File: src/pkg/ltr_map.svh
`ifndef LTR_MAP_SVH
`define LTR_MAP_SVH
// ==========================================
// Register offsets, 8-bit APB address
`define LTR_TX_BASE 8'h00
`define LTR_RX_BASE 8'h10
`define LTR_OFS_CTRL 4'h0
`define LTR_OFS_BYTE0 4'h4
`define LTR_OFS_BYTE1 4'h5
`define LTR_OFS_BYTE2 4'h6
`define LTR_OFS_BYTE3 4'h7
// ==========================================
// Control bit positions
`define LTR_BIT_RESET 7
`define LTR_BIT_ENABLE 6
`define LTR_BIT_IRQ_EN 5
`define LTR_BIT_BYPASS 4
`define LTR_BIT_LOCK 3
`define LTR_BIT_RESTART 1
`define LTR_BIT_READY 0
// ==========================================
// Reset values and counts
`define LTR_CTRL_RST 8'h00
`define LTR_MATCH_FRAMES 2'h3
`endif

File: src/pkg/ltr_pkg.sv
package ltr_pkg;
	// Training page, low half is the status report field
	typedef struct packed {
		logic [15:0] coef_update;
		logic [15:0] status_report;
	} ltr_page_type;

	// APB request carrier
	typedef struct packed {
		logic sel;
		logic enable;
		logic write;
		logic [7:0] addr;
		logic [7:0] wdata;
	} ltr_apb_req_type;

	typedef enum logic [1:0] {
		LTR_TX_IDLE = 2'b01,
		LTR_TX_COPY = 2'b10
	} ltr_tx_state_type;

	typedef enum logic [1:0] {
		LTR_RX_HUNT = 2'b01,
		LTR_RX_HELD = 2'b10
	} ltr_rx_state_type;
endpackage : ltr_pkg

File: src/core/ltr_tx_plane.sv
`timescale 1ns/1ns
`default_nettype none
`include "ltr_map.svh"
module ltr_tx_plane
	import ltr_pkg::*;
(
	input wire logic ref_clk_in,
	input wire logic reset_n_in,
	input wire logic plane_reset_in,
	input wire logic enable_in,
	input wire logic bypass_in,
	input wire logic page_ready_in,
	input wire ltr_page_type page_in,
	output logic page_taken_out,
	output ltr_page_type mdi_page_out,
	output logic mdi_drive_out
);
	ltr_tx_state_type state;
	ltr_tx_state_type next_state;
	ltr_page_type next_mdi_page;
	logic next_drive;

	// ==========================================
	// Page copy and MDI ownership
	always_comb
	begin
		next_state = state;
		next_mdi_page = mdi_page_out;
		next_drive = enable_in && !bypass_in;
		unique case (state)
			LTR_TX_IDLE:
			begin
				if (page_ready_in)
				begin
					next_mdi_page = page_in;
					next_state = LTR_TX_COPY;
				end
			end
			LTR_TX_COPY:
			begin
				next_state = LTR_TX_IDLE;
			end
		endcase
		if (plane_reset_in)
		begin
			next_state = LTR_TX_IDLE;
			next_mdi_page = mdi_page_out;
			next_drive = 1'b0;
		end
	end

	assign page_taken_out = (state == LTR_TX_COPY);

	always_ff @(posedge ref_clk_in or negedge reset_n_in)
	begin
		if (!reset_n_in)
		begin
			state <= LTR_TX_IDLE;
			mdi_page_out <= '0;
			mdi_drive_out <= 1'b0;
		end
		else
		begin
			state <= next_state;
			mdi_page_out <= next_mdi_page;
			mdi_drive_out <= next_drive;
		end
	end
endmodule : ltr_tx_plane
`default_nettype wire

File: src/core/ltr_rx_plane.sv
`timescale 1ns/1ns
`default_nettype none
`include "ltr_map.svh"
module ltr_rx_plane
	import ltr_pkg::*;
(
	input wire logic ref_clk_in,
	input wire logic reset_n_in,
	input wire logic plane_reset_in,
	input wire logic hold_in,
	input wire logic restart_in,
	input wire logic frame_valid_in,
	input wire logic frame_err_in,
	input wire ltr_page_type frame_page_in,
	output logic lock_out,
	output logic capture_out,
	output ltr_page_type page_out
);
	ltr_rx_state_type state;
	ltr_rx_state_type next_state;
	ltr_page_type last_page;
	ltr_page_type next_last_page;
	ltr_page_type next_page;
	logic [1:0] match_cnt;
	logic [1:0] next_match_cnt;
	logic next_lock;
	logic next_capture;

	// ==========================================
	// Matching engine
	always_comb
	begin
		next_state = state;
		next_last_page = last_page;
		next_page = page_out;
		next_match_cnt = match_cnt;
		next_lock = lock_out;
		next_capture = 1'b0;
		if (frame_err_in)
		begin
			next_lock = 1'b0;
			next_match_cnt = 2'h0;
		end
		else if (frame_valid_in)
		begin
			next_lock = 1'b1;
			next_last_page = frame_page_in;
			if (match_cnt == 2'h0 || frame_page_in != last_page)
				next_match_cnt = 2'h1;
			else if (match_cnt != `LTR_MATCH_FRAMES)
				next_match_cnt = match_cnt + 2'h1;
		end
		unique case (state)
			LTR_RX_HUNT:
			begin
				if (next_match_cnt == `LTR_MATCH_FRAMES && frame_valid_in && !hold_in)
				begin
					next_page = frame_page_in;
					next_capture = 1'b1;
					next_state = LTR_RX_HELD;
				end
			end
			LTR_RX_HELD:
			begin
				if (restart_in)
				begin
					next_state = LTR_RX_HUNT;
					next_match_cnt = 2'h0;
				end
			end
		endcase
		if (plane_reset_in)
		begin
			next_state = LTR_RX_HUNT;
			next_match_cnt = 2'h0;
			next_lock = 1'b0;
			next_capture = 1'b0;
		end
	end

	always_ff @(posedge ref_clk_in or negedge reset_n_in)
	begin
		if (!reset_n_in)
		begin
			state <= LTR_RX_HUNT;
			last_page <= '0;
			page_out <= '0;
			match_cnt <= 2'h0;
			lock_out <= 1'b0;
			capture_out <= 1'b0;
		end
		else
		begin
			state <= next_state;
			last_page <= next_last_page;
			page_out <= next_page;
			match_cnt <= next_match_cnt;
			lock_out <= next_lock;
			capture_out <= next_capture;
		end
	end
endmodule : ltr_rx_plane
`default_nettype wire

File: src/core/ltr_regs.sv
`timescale 1ns/1ns
`default_nettype none
`include "ltr_map.svh"
module ltr_regs
	import ltr_pkg::*;
(
	input wire logic ref_clk_in,
	input wire logic reset_n_in,
	input wire logic psel_in,
	input wire logic penable_in,
	input wire logic pwrite_in,
	input wire logic [7:0] paddr_in,
	input wire logic [7:0] pwdata_in,
	output logic [7:0] prdata_out,
	output logic pready_out,
	output logic pslverr_out,
	input wire logic tx_bypass_in,
	output ltr_page_type tx_mdi_page_out,
	output logic tx_mdi_drive_out,
	input wire logic rx_frame_valid_in,
	input wire logic rx_frame_err_in,
	input wire ltr_page_type rx_frame_page_in,
	output logic irq_out
);
	ltr_apb_req_type req;
	logic [7:0] tx_ctrl;
	logic [7:0] rx_ctrl;
	logic [7:0] next_tx_ctrl;
	logic [7:0] next_rx_ctrl;
	ltr_page_type tx_page;
	ltr_page_type next_tx_page;
	logic [7:0] next_prdata;
	logic next_pslverr;
	logic bypass_meta;
	logic bypass_sync;
	logic wr_en;
	logic rd_setup;
	logic restart;
	logic tx_taken;
	logic rx_lock;
	logic rx_capture;
	ltr_page_type rx_page;

	// Address decode: offset within a bank, or no match
	function automatic logic hit(input logic [7:0] addr, input logic [7:0] base, input logic [3:0] ofs);
		hit = (addr == (base | {4'h0, ofs}));
	endfunction : hit

	function automatic logic mapped(input logic [7:0] addr);
		logic [3:0] o;
		o = addr[3:0];
		mapped = (addr[7:4] == 4'(`LTR_TX_BASE >> 4) || addr[7:4] == 4'(`LTR_RX_BASE >> 4))
			&& (o == `LTR_OFS_CTRL || (o >= `LTR_OFS_BYTE0 && o <= `LTR_OFS_BYTE3));
	endfunction : mapped

	assign req = '{sel: psel_in, enable: penable_in, write: pwrite_in, addr: paddr_in, wdata: pwdata_in};
	assign wr_en = req.sel && req.enable && req.write;
	assign rd_setup = req.sel && !req.enable && !req.write;
	assign pready_out = 1'b1;
	assign restart = wr_en && hit(req.addr, `LTR_RX_BASE, `LTR_OFS_CTRL) && req.wdata[`LTR_BIT_RESTART];
	assign irq_out = rx_ctrl[`LTR_BIT_IRQ_EN] && rx_ctrl[`LTR_BIT_READY];

	// ==========================================
	// Bypass pin synchroniser
	always_ff @(posedge ref_clk_in or negedge reset_n_in)
	begin
		if (!reset_n_in)
		begin
			bypass_meta <= 1'b0;
			bypass_sync <= 1'b0;
		end
		else
		begin
			bypass_meta <= tx_bypass_in;
			bypass_sync <= bypass_meta;
		end
	end

	// ==========================================
	// Register writes and hardware updates
	always_comb
	begin
		next_tx_ctrl = tx_ctrl;
		next_rx_ctrl = rx_ctrl;
		next_tx_page = tx_page;
		if (tx_taken)
			next_tx_ctrl[`LTR_BIT_READY] = 1'b0;
		if (wr_en && hit(req.addr, `LTR_TX_BASE, `LTR_OFS_CTRL))
		begin
			next_tx_ctrl[`LTR_BIT_RESET] = req.wdata[`LTR_BIT_RESET];
			next_tx_ctrl[`LTR_BIT_ENABLE] = req.wdata[`LTR_BIT_ENABLE];
			if (req.wdata[`LTR_BIT_READY])
				next_tx_ctrl[`LTR_BIT_READY] = 1'b1;
		end
		if (wr_en && hit(req.addr, `LTR_TX_BASE, `LTR_OFS_BYTE0))
			next_tx_page.status_report[7:0] = req.wdata;
		if (wr_en && hit(req.addr, `LTR_TX_BASE, `LTR_OFS_BYTE1))
			next_tx_page.status_report[15:8] = req.wdata;
		if (wr_en && hit(req.addr, `LTR_TX_BASE, `LTR_OFS_BYTE2))
			next_tx_page.coef_update[7:0] = req.wdata;
		if (wr_en && hit(req.addr, `LTR_TX_BASE, `LTR_OFS_BYTE3))
			next_tx_page.coef_update[15:8] = req.wdata;
		if (wr_en && hit(req.addr, `LTR_RX_BASE, `LTR_OFS_CTRL))
		begin
			next_rx_ctrl[`LTR_BIT_RESET] = req.wdata[`LTR_BIT_RESET];
			next_rx_ctrl[`LTR_BIT_ENABLE] = req.wdata[`LTR_BIT_ENABLE];
			next_rx_ctrl[`LTR_BIT_IRQ_EN] = req.wdata[`LTR_BIT_IRQ_EN];
			if (req.wdata[`LTR_BIT_READY])
				next_rx_ctrl[`LTR_BIT_READY] = 1'b0;
		end
		if (rx_capture)
			next_rx_ctrl[`LTR_BIT_READY] = 1'b1;
	end

	// Read data registered in the setup phase
	always_comb
	begin
		next_prdata = prdata_out;
		next_pslverr = 1'b0;
		if (req.sel && !req.enable)
			next_pslverr = !mapped(req.addr);
		if (rd_setup)
		begin
			next_prdata = 8'h00;
			if (hit(req.addr, `LTR_TX_BASE, `LTR_OFS_CTRL))
			begin
				next_prdata = tx_ctrl;
				next_prdata[`LTR_BIT_BYPASS] = bypass_sync;
			end
			else if (hit(req.addr, `LTR_TX_BASE, `LTR_OFS_BYTE0))
				next_prdata = tx_page.status_report[7:0];
			else if (hit(req.addr, `LTR_TX_BASE, `LTR_OFS_BYTE1))
				next_prdata = tx_page.status_report[15:8];
			else if (hit(req.addr, `LTR_TX_BASE, `LTR_OFS_BYTE2))
				next_prdata = tx_page.coef_update[7:0];
			else if (hit(req.addr, `LTR_TX_BASE, `LTR_OFS_BYTE3))
				next_prdata = tx_page.coef_update[15:8];
			else if (hit(req.addr, `LTR_RX_BASE, `LTR_OFS_CTRL))
			begin
				next_prdata = rx_ctrl;
				next_prdata[`LTR_BIT_LOCK] = rx_lock;
			end
			else if (hit(req.addr, `LTR_RX_BASE, `LTR_OFS_BYTE0))
				next_prdata = rx_page.status_report[7:0];
			else if (hit(req.addr, `LTR_RX_BASE, `LTR_OFS_BYTE1))
				next_prdata = rx_page.status_report[15:8];
			else if (hit(req.addr, `LTR_RX_BASE, `LTR_OFS_BYTE2))
				next_prdata = rx_page.coef_update[7:0];
			else if (hit(req.addr, `LTR_RX_BASE, `LTR_OFS_BYTE3))
				next_prdata = rx_page.coef_update[15:8];
		end
	end

	always_ff @(posedge ref_clk_in or negedge reset_n_in)
	begin
		if (!reset_n_in)
		begin
			tx_ctrl <= `LTR_CTRL_RST;
			rx_ctrl <= `LTR_CTRL_RST;
			tx_page <= '0;
			prdata_out <= 8'h00;
			pslverr_out <= 1'b0;
		end
		else
		begin
			tx_ctrl <= next_tx_ctrl;
			rx_ctrl <= next_rx_ctrl;
			tx_page <= next_tx_page;
			prdata_out <= next_prdata;
			pslverr_out <= next_pslverr;
		end
	end

	// ==========================================
	// Dataplanes
	ltr_tx_plane u_tx_plane (
		.ref_clk_in(ref_clk_in),
		.reset_n_in(reset_n_in),
		.plane_reset_in(tx_ctrl[`LTR_BIT_RESET]),
		.enable_in(tx_ctrl[`LTR_BIT_ENABLE]),
		.bypass_in(bypass_sync),
		.page_ready_in(tx_ctrl[`LTR_BIT_READY]),
		.page_in(tx_page),
		.page_taken_out(tx_taken),
		.mdi_page_out(tx_mdi_page_out),
		.mdi_drive_out(tx_mdi_drive_out)
	);

	ltr_rx_plane u_rx_plane (
		.ref_clk_in(ref_clk_in),
		.reset_n_in(reset_n_in),
		.plane_reset_in(rx_ctrl[`LTR_BIT_RESET]),
		.hold_in(rx_ctrl[`LTR_BIT_READY]),
		.restart_in(restart),
		.frame_valid_in(rx_frame_valid_in),
		.frame_err_in(rx_frame_err_in),
		.frame_page_in(rx_frame_page_in),
		.lock_out(rx_lock),
		.capture_out(rx_capture),
		.page_out(rx_page)
	);
endmodule : ltr_regs
`default_nettype wire

File: config.mk
export PLATFORM = sky130hd
export DESIGN_NAME = ltr_regs
export DESIGN_NICKNAME = d
export VERILOG_FILES = /design/src/pkg/ltr_pkg.sv /design/src/core/ltr_tx_plane.sv /design/src/core/ltr_rx_plane.sv /design/src/core/ltr_regs.sv
export VERILOG_INCLUDE_DIRS = /design/src /design/src/pkg
export SDC_FILE = /design/constraint.sdc
export NUM_CORES = 1
export LEC_CHECK = 0
export BUFFER_PORTS_ARGS = -buffer_cell sky130_fd_sc_hd__clkbuf_2
export CELL_PAD_IN_SITES_DETAIL_PLACEMENT = 1
export CELL_PAD_IN_SITES_GLOBAL_PLACEMENT = 2
export CORE_AREA = 2 2 133 135
export DETAILED_ROUTE_END_ITERATION = 12
export DIE_AREA = 0 0 135 137
export GPL_ROUTABILITY_DRIVEN = 0
export PLACE_DENSITY = 0.8
export SYNTH_ARGS = -nofsm -noshare
export SYNTH_HDL_FRONTEND = slang
export SYNTH_SLANG_ARGS = --single-unit
File: constraint.sdc
create_clock -name ref_clk_in -period 6.3 [get_ports ref_clk_in]
set_input_delay 1.575 -clock ref_clk_in [delete_from_list [all_inputs] [get_ports ref_clk_in]]
set_output_delay 1.575 -clock ref_clk_in [all_outputs]
set_load 0.01 [all_outputs]
### After elaboration in Yosys (flattened, before gate mapping)

Index checks and enable logic that the tools add are counted.

| storage, ports and cells | value |
|---|---|
| flip-flop bits (word level) | 155 |
| bits of input ports | 56 |
| output and inout port bits | 44 |

| cells by class | value |
|---|---|
| add/sub/neg operators | 1 |
| $lt $le $gt $ge | 2 |
| equality and inequality tests | 20 |
| mux-type cells | 38 |
| bitwise logic cells | 2 |
| reductions and logical operators | 37 |

Operators with widths:

| cell | count |
|---|---|
| 8-bit 2-to-1 mux | 10 |
| 8-bit by 5-bit == test with 1-bit output (second input constant) | 5 |
| 8-bit by 3-bit == test with 1-bit output (second input constant) | 4 |
| 32-bit != test | 1 |
| 2-bit 2-to-1 mux | 12 |
| 1-bit logical AND | 17 |
| 1-bit 2-to-1 mux | 14 |
| 4-bit logical NOT | 2 |
| 8-bit logical NOT | 1 |
| 2-bit case mux with 2 select lines | 2 |
| 2-bit AND reduction | 4 |
| 2-bit == test (second input constant) | 3 |
| 3-bit != test (second input constant) | 2 |
| 1-bit logical NOT | 5 |
| 2-bit by 1-bit == test with 1-bit output (second input constant) | 2 |
| 4-bit by 1-bit == test with 1-bit output (second input constant) | 1 |
| 4-bit by 3-bit greater-or-equal comparator with 1-bit output (second input constant) | 1 |
| 4-bit by 3-bit less-or-equal comparator with 1-bit output (second input constant) | 1 |
| 2-bit nonzero test | 2 |
| 1-bit logical OR | 3 |
| 3-bit by 2-bit != test with 1-bit output (second input constant) | 1 |
| 3-bit AND reduction | 1 |
| 3-bit nonzero test | 1 |
| 2-bit by 1-bit adder with 2-bit output (second input constant) | 1 |
| other kinds (3) | 4 |

### Logic depth before layout (Yosys ltp)

| logic depth | value |
|---|---|
| word-level depth | 11 |
| gate-level depth with buffers | 8 |
| mapped depth without buffers | 6 |

### Hierarchy

From an unflattened synthesis, not the netlist that was laid out.

| second synthesis, totals | value |
|---|---|
| cells, all modules | 560 |
| area total of the unflattened synthesis | 7399.6 um^2 |

Modules (own cells, without submodules):

| module | times used | cells an instance | area each (um^2) | seq. area each (um^2) |
|---|---|---|---|---|
| ltr_rx_plane | 1 | 220 | 3209.3 | 1752.9 |
| ltr_regs | 1 | 263 | 2728.9 | 1251.2 |
| ltr_tx_plane | 1 | 77 | 1461.4 | 877.1 |

### Least setup slack after synthesis

OpenSTA, ideal clock, no wires.

| timing path | value |
|---|---|
| path type | input port to flip-flop |
| start point | input rx_frame_page_in[2] in the netlist's numbering |
| end point | register u_rx_plane.page_out[0] in the netlist's numbering |
| arrival time | 3.290 ns |
| required time | 6.175 ns |
| slack | 2.884 ns |
| stages | 7 |
| buffers on the path | 1 |
| cell sequence | xnor2_1 -> o221ai_1 -> or4_4 -> nor4_4 -> nand3_2 -> buf_6 -> mux2_4 |

| on the way | value |
|---|---|
| cells in the longest elaborated chain, start to end | 9 |

Ends and longest elaborated chain:

| what | RTL line | text |
|---|---|---|
| start, declared | ltr_regs.sv:22 | `input wire ltr_page_type rx_frame_page_in,` |
| 32-bit != test | ltr_rx_plane.sv:48 | `if (match_cnt == 2'h0 \|\| frame_page_in != last_page)` |
| 1-bit logical OR | ltr_rx_plane.sv:48 |  |
| 2-bit 2-to-1 mux | ltr_rx_plane.sv:48 |  |
| 2-bit 2-to-1 mux | ltr_rx_plane.sv:44 | `else if (frame_valid_in)` |
| 2-bit 2-to-1 mux | ltr_rx_plane.sv:39 | `if (frame_err_in)` |
| 2-bit == test (no line) | - |  |
| 1-bit logical AND (2 in a row) | ltr_rx_plane.sv:56 | `` if (next_match_cnt == `LTR_MATCH_FRAMES && frame_valid_in && !hold_in) `` |
| 2-bit AND reduction (no line) | - |  |
| end signal, assigned | ltr_rx_plane.sv:96 | `page_out <= next_page;` |
| end, declared | ltr_rx_plane.sv:17 | `output ltr_page_type page_out` |

Every way passes these cells.
A chain may end at the register's enable or synchronous reset.

### Final worst setup path

| timing path | value |
|---|---|
| start point | input paddr_in[5] |
| end point | register tx_page[18] in the netlist's numbering |

| on the way | value |
|---|---|
| cells in the longest elaborated chain, start to end | 2 |

Ends and longest elaborated chain:

| what | RTL line | text |
|---|---|---|
| start, declared | ltr_regs.sv:12 | `input wire logic [7:0] paddr_in,` |
| 8-bit by 3-bit == test with 1-bit output | ltr_regs.sv:46 | `hit = (addr == (base \| {4'h0, ofs}));` |
| 1-bit logical AND | ltr_regs.sv:99 | `` if (wr_en && hit(req.addr, `LTR_TX_BASE, `LTR_OFS_BYTE2)) `` |
| end signal, assigned | ltr_regs.sv:168 | `tx_page <= next_tx_page;` |
| end, declared | ltr_regs.sv:30 | `ltr_page_type tx_page;` |

Every way passes these cells.

==> results.py <==
metrics = {
    "status": {
        "status": "complete, no violations",
    },
    "sta": {
        "finalClockSkew_ps": 10.5,
        "worst_pin_slew_ps": 1350,
        "fmax_mhz": 234,
        "min_period_ps": 4270,
        "timing.max_slew.rel_slack_pct": 9.19,
        "grt_setup_unrepaired": "false",
        "setup_tns_ps": 0,
        "slew_violations": 0,
        "hold_violations": 0,
        "setup_viol": 0,
        "period_share_pct": 67.7,
    },
    "drt": {
        "drt-initial-drc-count": 251,
        "drc": 0,
        "avgRoutedWirePerCell_um": 20.7,
        "viasPerCell": 5.31,
        "firstDrtPassIters": 4,
        "route.vias.total": 4607,
        "routed_wl_mm": 18.0,
        "antenna_left": 0,
    },
    "worst_setup_path": {
        "critPathLaunchType": "input pin",
        "critical_path.endpoint_type": "flop",
        "crit_arrival_ps": 4570,
        "path_cells": "clkbuf_2 > nor4_1 > and2_1 > nand2_1 > nor3_1 > mux2_2",
        "cp_slowest_cell": "nor3_1",
        "cp_slowest_stage_delay_ps": 1070,
        "required_ps": 6610,
        "reg2reg_from": "u_rx_plane.last_page[2]",
        "critPathLaunch": "paddr_in[5]",
        "rrSetupSlack_ps": 3060,
        "worstSetupPathType": "in2reg",
        "cp_max_fo": 12,
    },
    "cts": {
        "cts_tree": "yes",
        "clockRootBuffer": "clkbuf_16",
        "path_clk_slew_ps": 60,
        "cts_sinks": 155,
        "cts_hold_buf": 0,
        "clk_latency_ps": 420,
        "h-tree-depth": 4,
        "cts_buffers": 17,
        "cts_resized": 0,
        "cts_max_path_buffers": 2,
        "cts_setup_buffers": 0,
    },
    "synth": {
        "synth_top_family_by_area": "multiplexers",
        "synth-compound-area-share_pct": 6.51,
        "yosysSeqAreaShare_pct": 54.9,
        "synth_xor_area_share_pct": 3.22,
        "synthAdderAreaFrac_pct": 0,
        "syn_avg_cell_area_um2": 13.2,
        "synthesis.area_um2": 7070,
        "synth_seq_cells": 155,
        "synth_top_flop_cell": "dfrtp_1",
        "synth-edff-count": 0,
        "synth_nets": 590,
        "yosys.area_share.simple_pct": 7.85,
        "synthMuxAreaShare_pct": 24.9,
        "ys_warn_count": 0,
        "async_reset_ff_share_pct": 100,
        "synth.distinct_cells": 56,
        "netlist_instances": 534,
    },
    "finish": {
        "layout_commonest_cell": "dfrtp_1",
        "antenna_cells": 0,
        "post-route-util_pct": 49.0,
        "most-common-layout-cells": "dfrtp_1 (153), mux2_2 (97), clkbuf_2 (97)",
        "nNetsFinal": 685,
        "drive_gt1_share_pct": 42.8,
        "fin_area_um2": 8360,
        "nFillCells": 1789,
        "syn_to_final_growth_pct": 18.2,
    },
    "global_route": {
        "grt-ovfl-total": 0,
        "grt_pass1_wl_mm": 28.8,
        "grt_antenna_before_repair": 0,
        "grt_pass1_vias": 5090,
        "grt_max_degree": 96,
        "track_usage_pct": 20.7,
    },
    "min_path": {
        "hold_class": "reg2reg",
        "hp-start": "bypass_meta",
    },
    "placement": {
        "portBuffers": 98,
        "dp_hpwl_mm": 13.0,
        "place_area_um2": 7760,
    },
    "die": {
        "rows": 48,
        "initial_utilization_pct": 41.5,
        "die_y_um": 137,
        "io_pins": 100,
        "coreArea_um2": 17100,
        "dieArea_um2": 18500,
        "fp.dieW_um": 135,
    },
    "pwr": {
        "power-per-cell-area_nw_per_um2": 276,
        "leakagePower_nw": 4.14,
        "peakVddDrop_mv": 0.201,
    },
    "job": {
        "maxCapViolations": 0,
    },
}
[per-layer routing]
layer	wire length, um	vias up	GRT usage (%)
met5	0	-	0
met4	265	0	6.37
met3	679	19	4.37
met2	9460	99	37.0
met1	7550	2373	25.2
li1	-	2116	-
[flip-flops by register name, summed over array words and instances, names as in the netlist, 2 cells and up]
name	cells
rx_ctrl	4
u_rx_plane.state	2
u_rx_plane.page_out	32
u_rx_plane.last_page	32
u_tx_plane.state	2
u_rx_plane.match_cnt	2
tx_ctrl	3
tx_page	32
prdata_out	8
u_tx_plane.mdi_page_out	32
[final timing paths]
| check | cells after the start | endpoint |
|---|---|---|
| max in group asynchronous | 2 | u_rx_plane.last_page[15] |
| worst max register to register | 6 | u_rx_plane.page_out[3] |
| worst min register to register | 0 | bypass_sync |
| min in group asynchronous | 1 | u_tx_plane.mdi_page_out[24] |
| worst min-delay path | 0 | bypass_sync |
| worst max-delay path | 6 | tx_page[18] |
[area by class of cell]
type | instances | area (um^2) | share of cell area, %
Clock buffer | 22 | 464 | 5.55
Clock inverter | 10 | 141 | 1.69
Inverter | 14 | 52.6 | 0.628
Multi-Input combinational cell | 340 | 3020 | 36.1
Sequential cell | 155 | 3880 | 46.4
Tap cell | 225 | 282 | 3.37
Timing Repair Buffer | 101 | 519 | 6.21
[where the power goes]
group | internal (W) | total, W | switching, W
registers | 0.00104 | 0.00107 | 0.0000311
logic | 0.0000811 | 0.000186 | 0.000105
clock network | 0.000645 | 0.00105 | 0.000404
total | 0.00177 | 0.00231 | 0.000541
[metrics by stage]
stage / hold WS (ps) / setup slack, ps / power (W) / cells
after floorplan: 331 / 2880 / 0.00119 / 534
after global placement: 338 / 1630 / 0.00127 / 835
after detailed placement: 347 / 1520 / 0.00128 / 835
after CTS: 361 / 1990 / 0.00234 / 867
after global routing: 376 / 1840 / 0.00240 / 867
final: 362 / 2030 / 0.00231 / 867
[kinds of logic after synthesis]
| logic type | after synthesis |
|---|---|
| other | 1 |
| AO/OA/AOI/OAI | 71 |
| flip-flops | 155 |
| buffers and inverters | 39 |
| XOR/XNOR | 26 |
| multiplexers | 140 |
| AND/OR/NAND/NOR | 102 |
[Yosys cell counts, types with 3 or more instances]
master / number / area, um^2
a21oi_1: 12 / 60.1
o32ai_1: 3 / 26.3
o21ai_0: 22 / 110
mux2_2: 97 / 1090
buf_6: 4 / 45.0
o22ai_1: 4 / 25.0
and2_1: 3 / 18.8
clkbuf_1: 16 / 60.1
nor2b_1: 6 / 37.5
xor2_1: 18 / 158
dfrtp_1: 153 / 3830
o21a_1: 3 / 22.5
nand2_1: 25 / 93.8
nor3_1: 6 / 30.0
and3_1: 4 / 25.0
nand4_1: 3 / 18.8
nand3_1: 11 / 55.1
a31oi_1: 5 / 31.3
nand2b_1: 5 / 31.3
buf_2: 3 / 15.0
nor3b_1: 4 / 30.0
xnor2_1: 8 / 70.1
o221ai_1: 4 / 35.0
mux2_4: 30 / 450
nor2_1: 17 / 63.8
mux4_2: 7 / 158
mux2i_1: 6 / 60.1
nor4_1: 7 / 43.8
inv_1: 14 / 52.6
[critical path, delay by kind of cell]
| kind | cells | cell delay [ps] |
|---|---|---|
| simple gates | 4 | 2450 |
| mux | 1 | 430 |
| buf+inv | 1 | 110 |
Note: power is estimated with default switching activity, not from simulation.
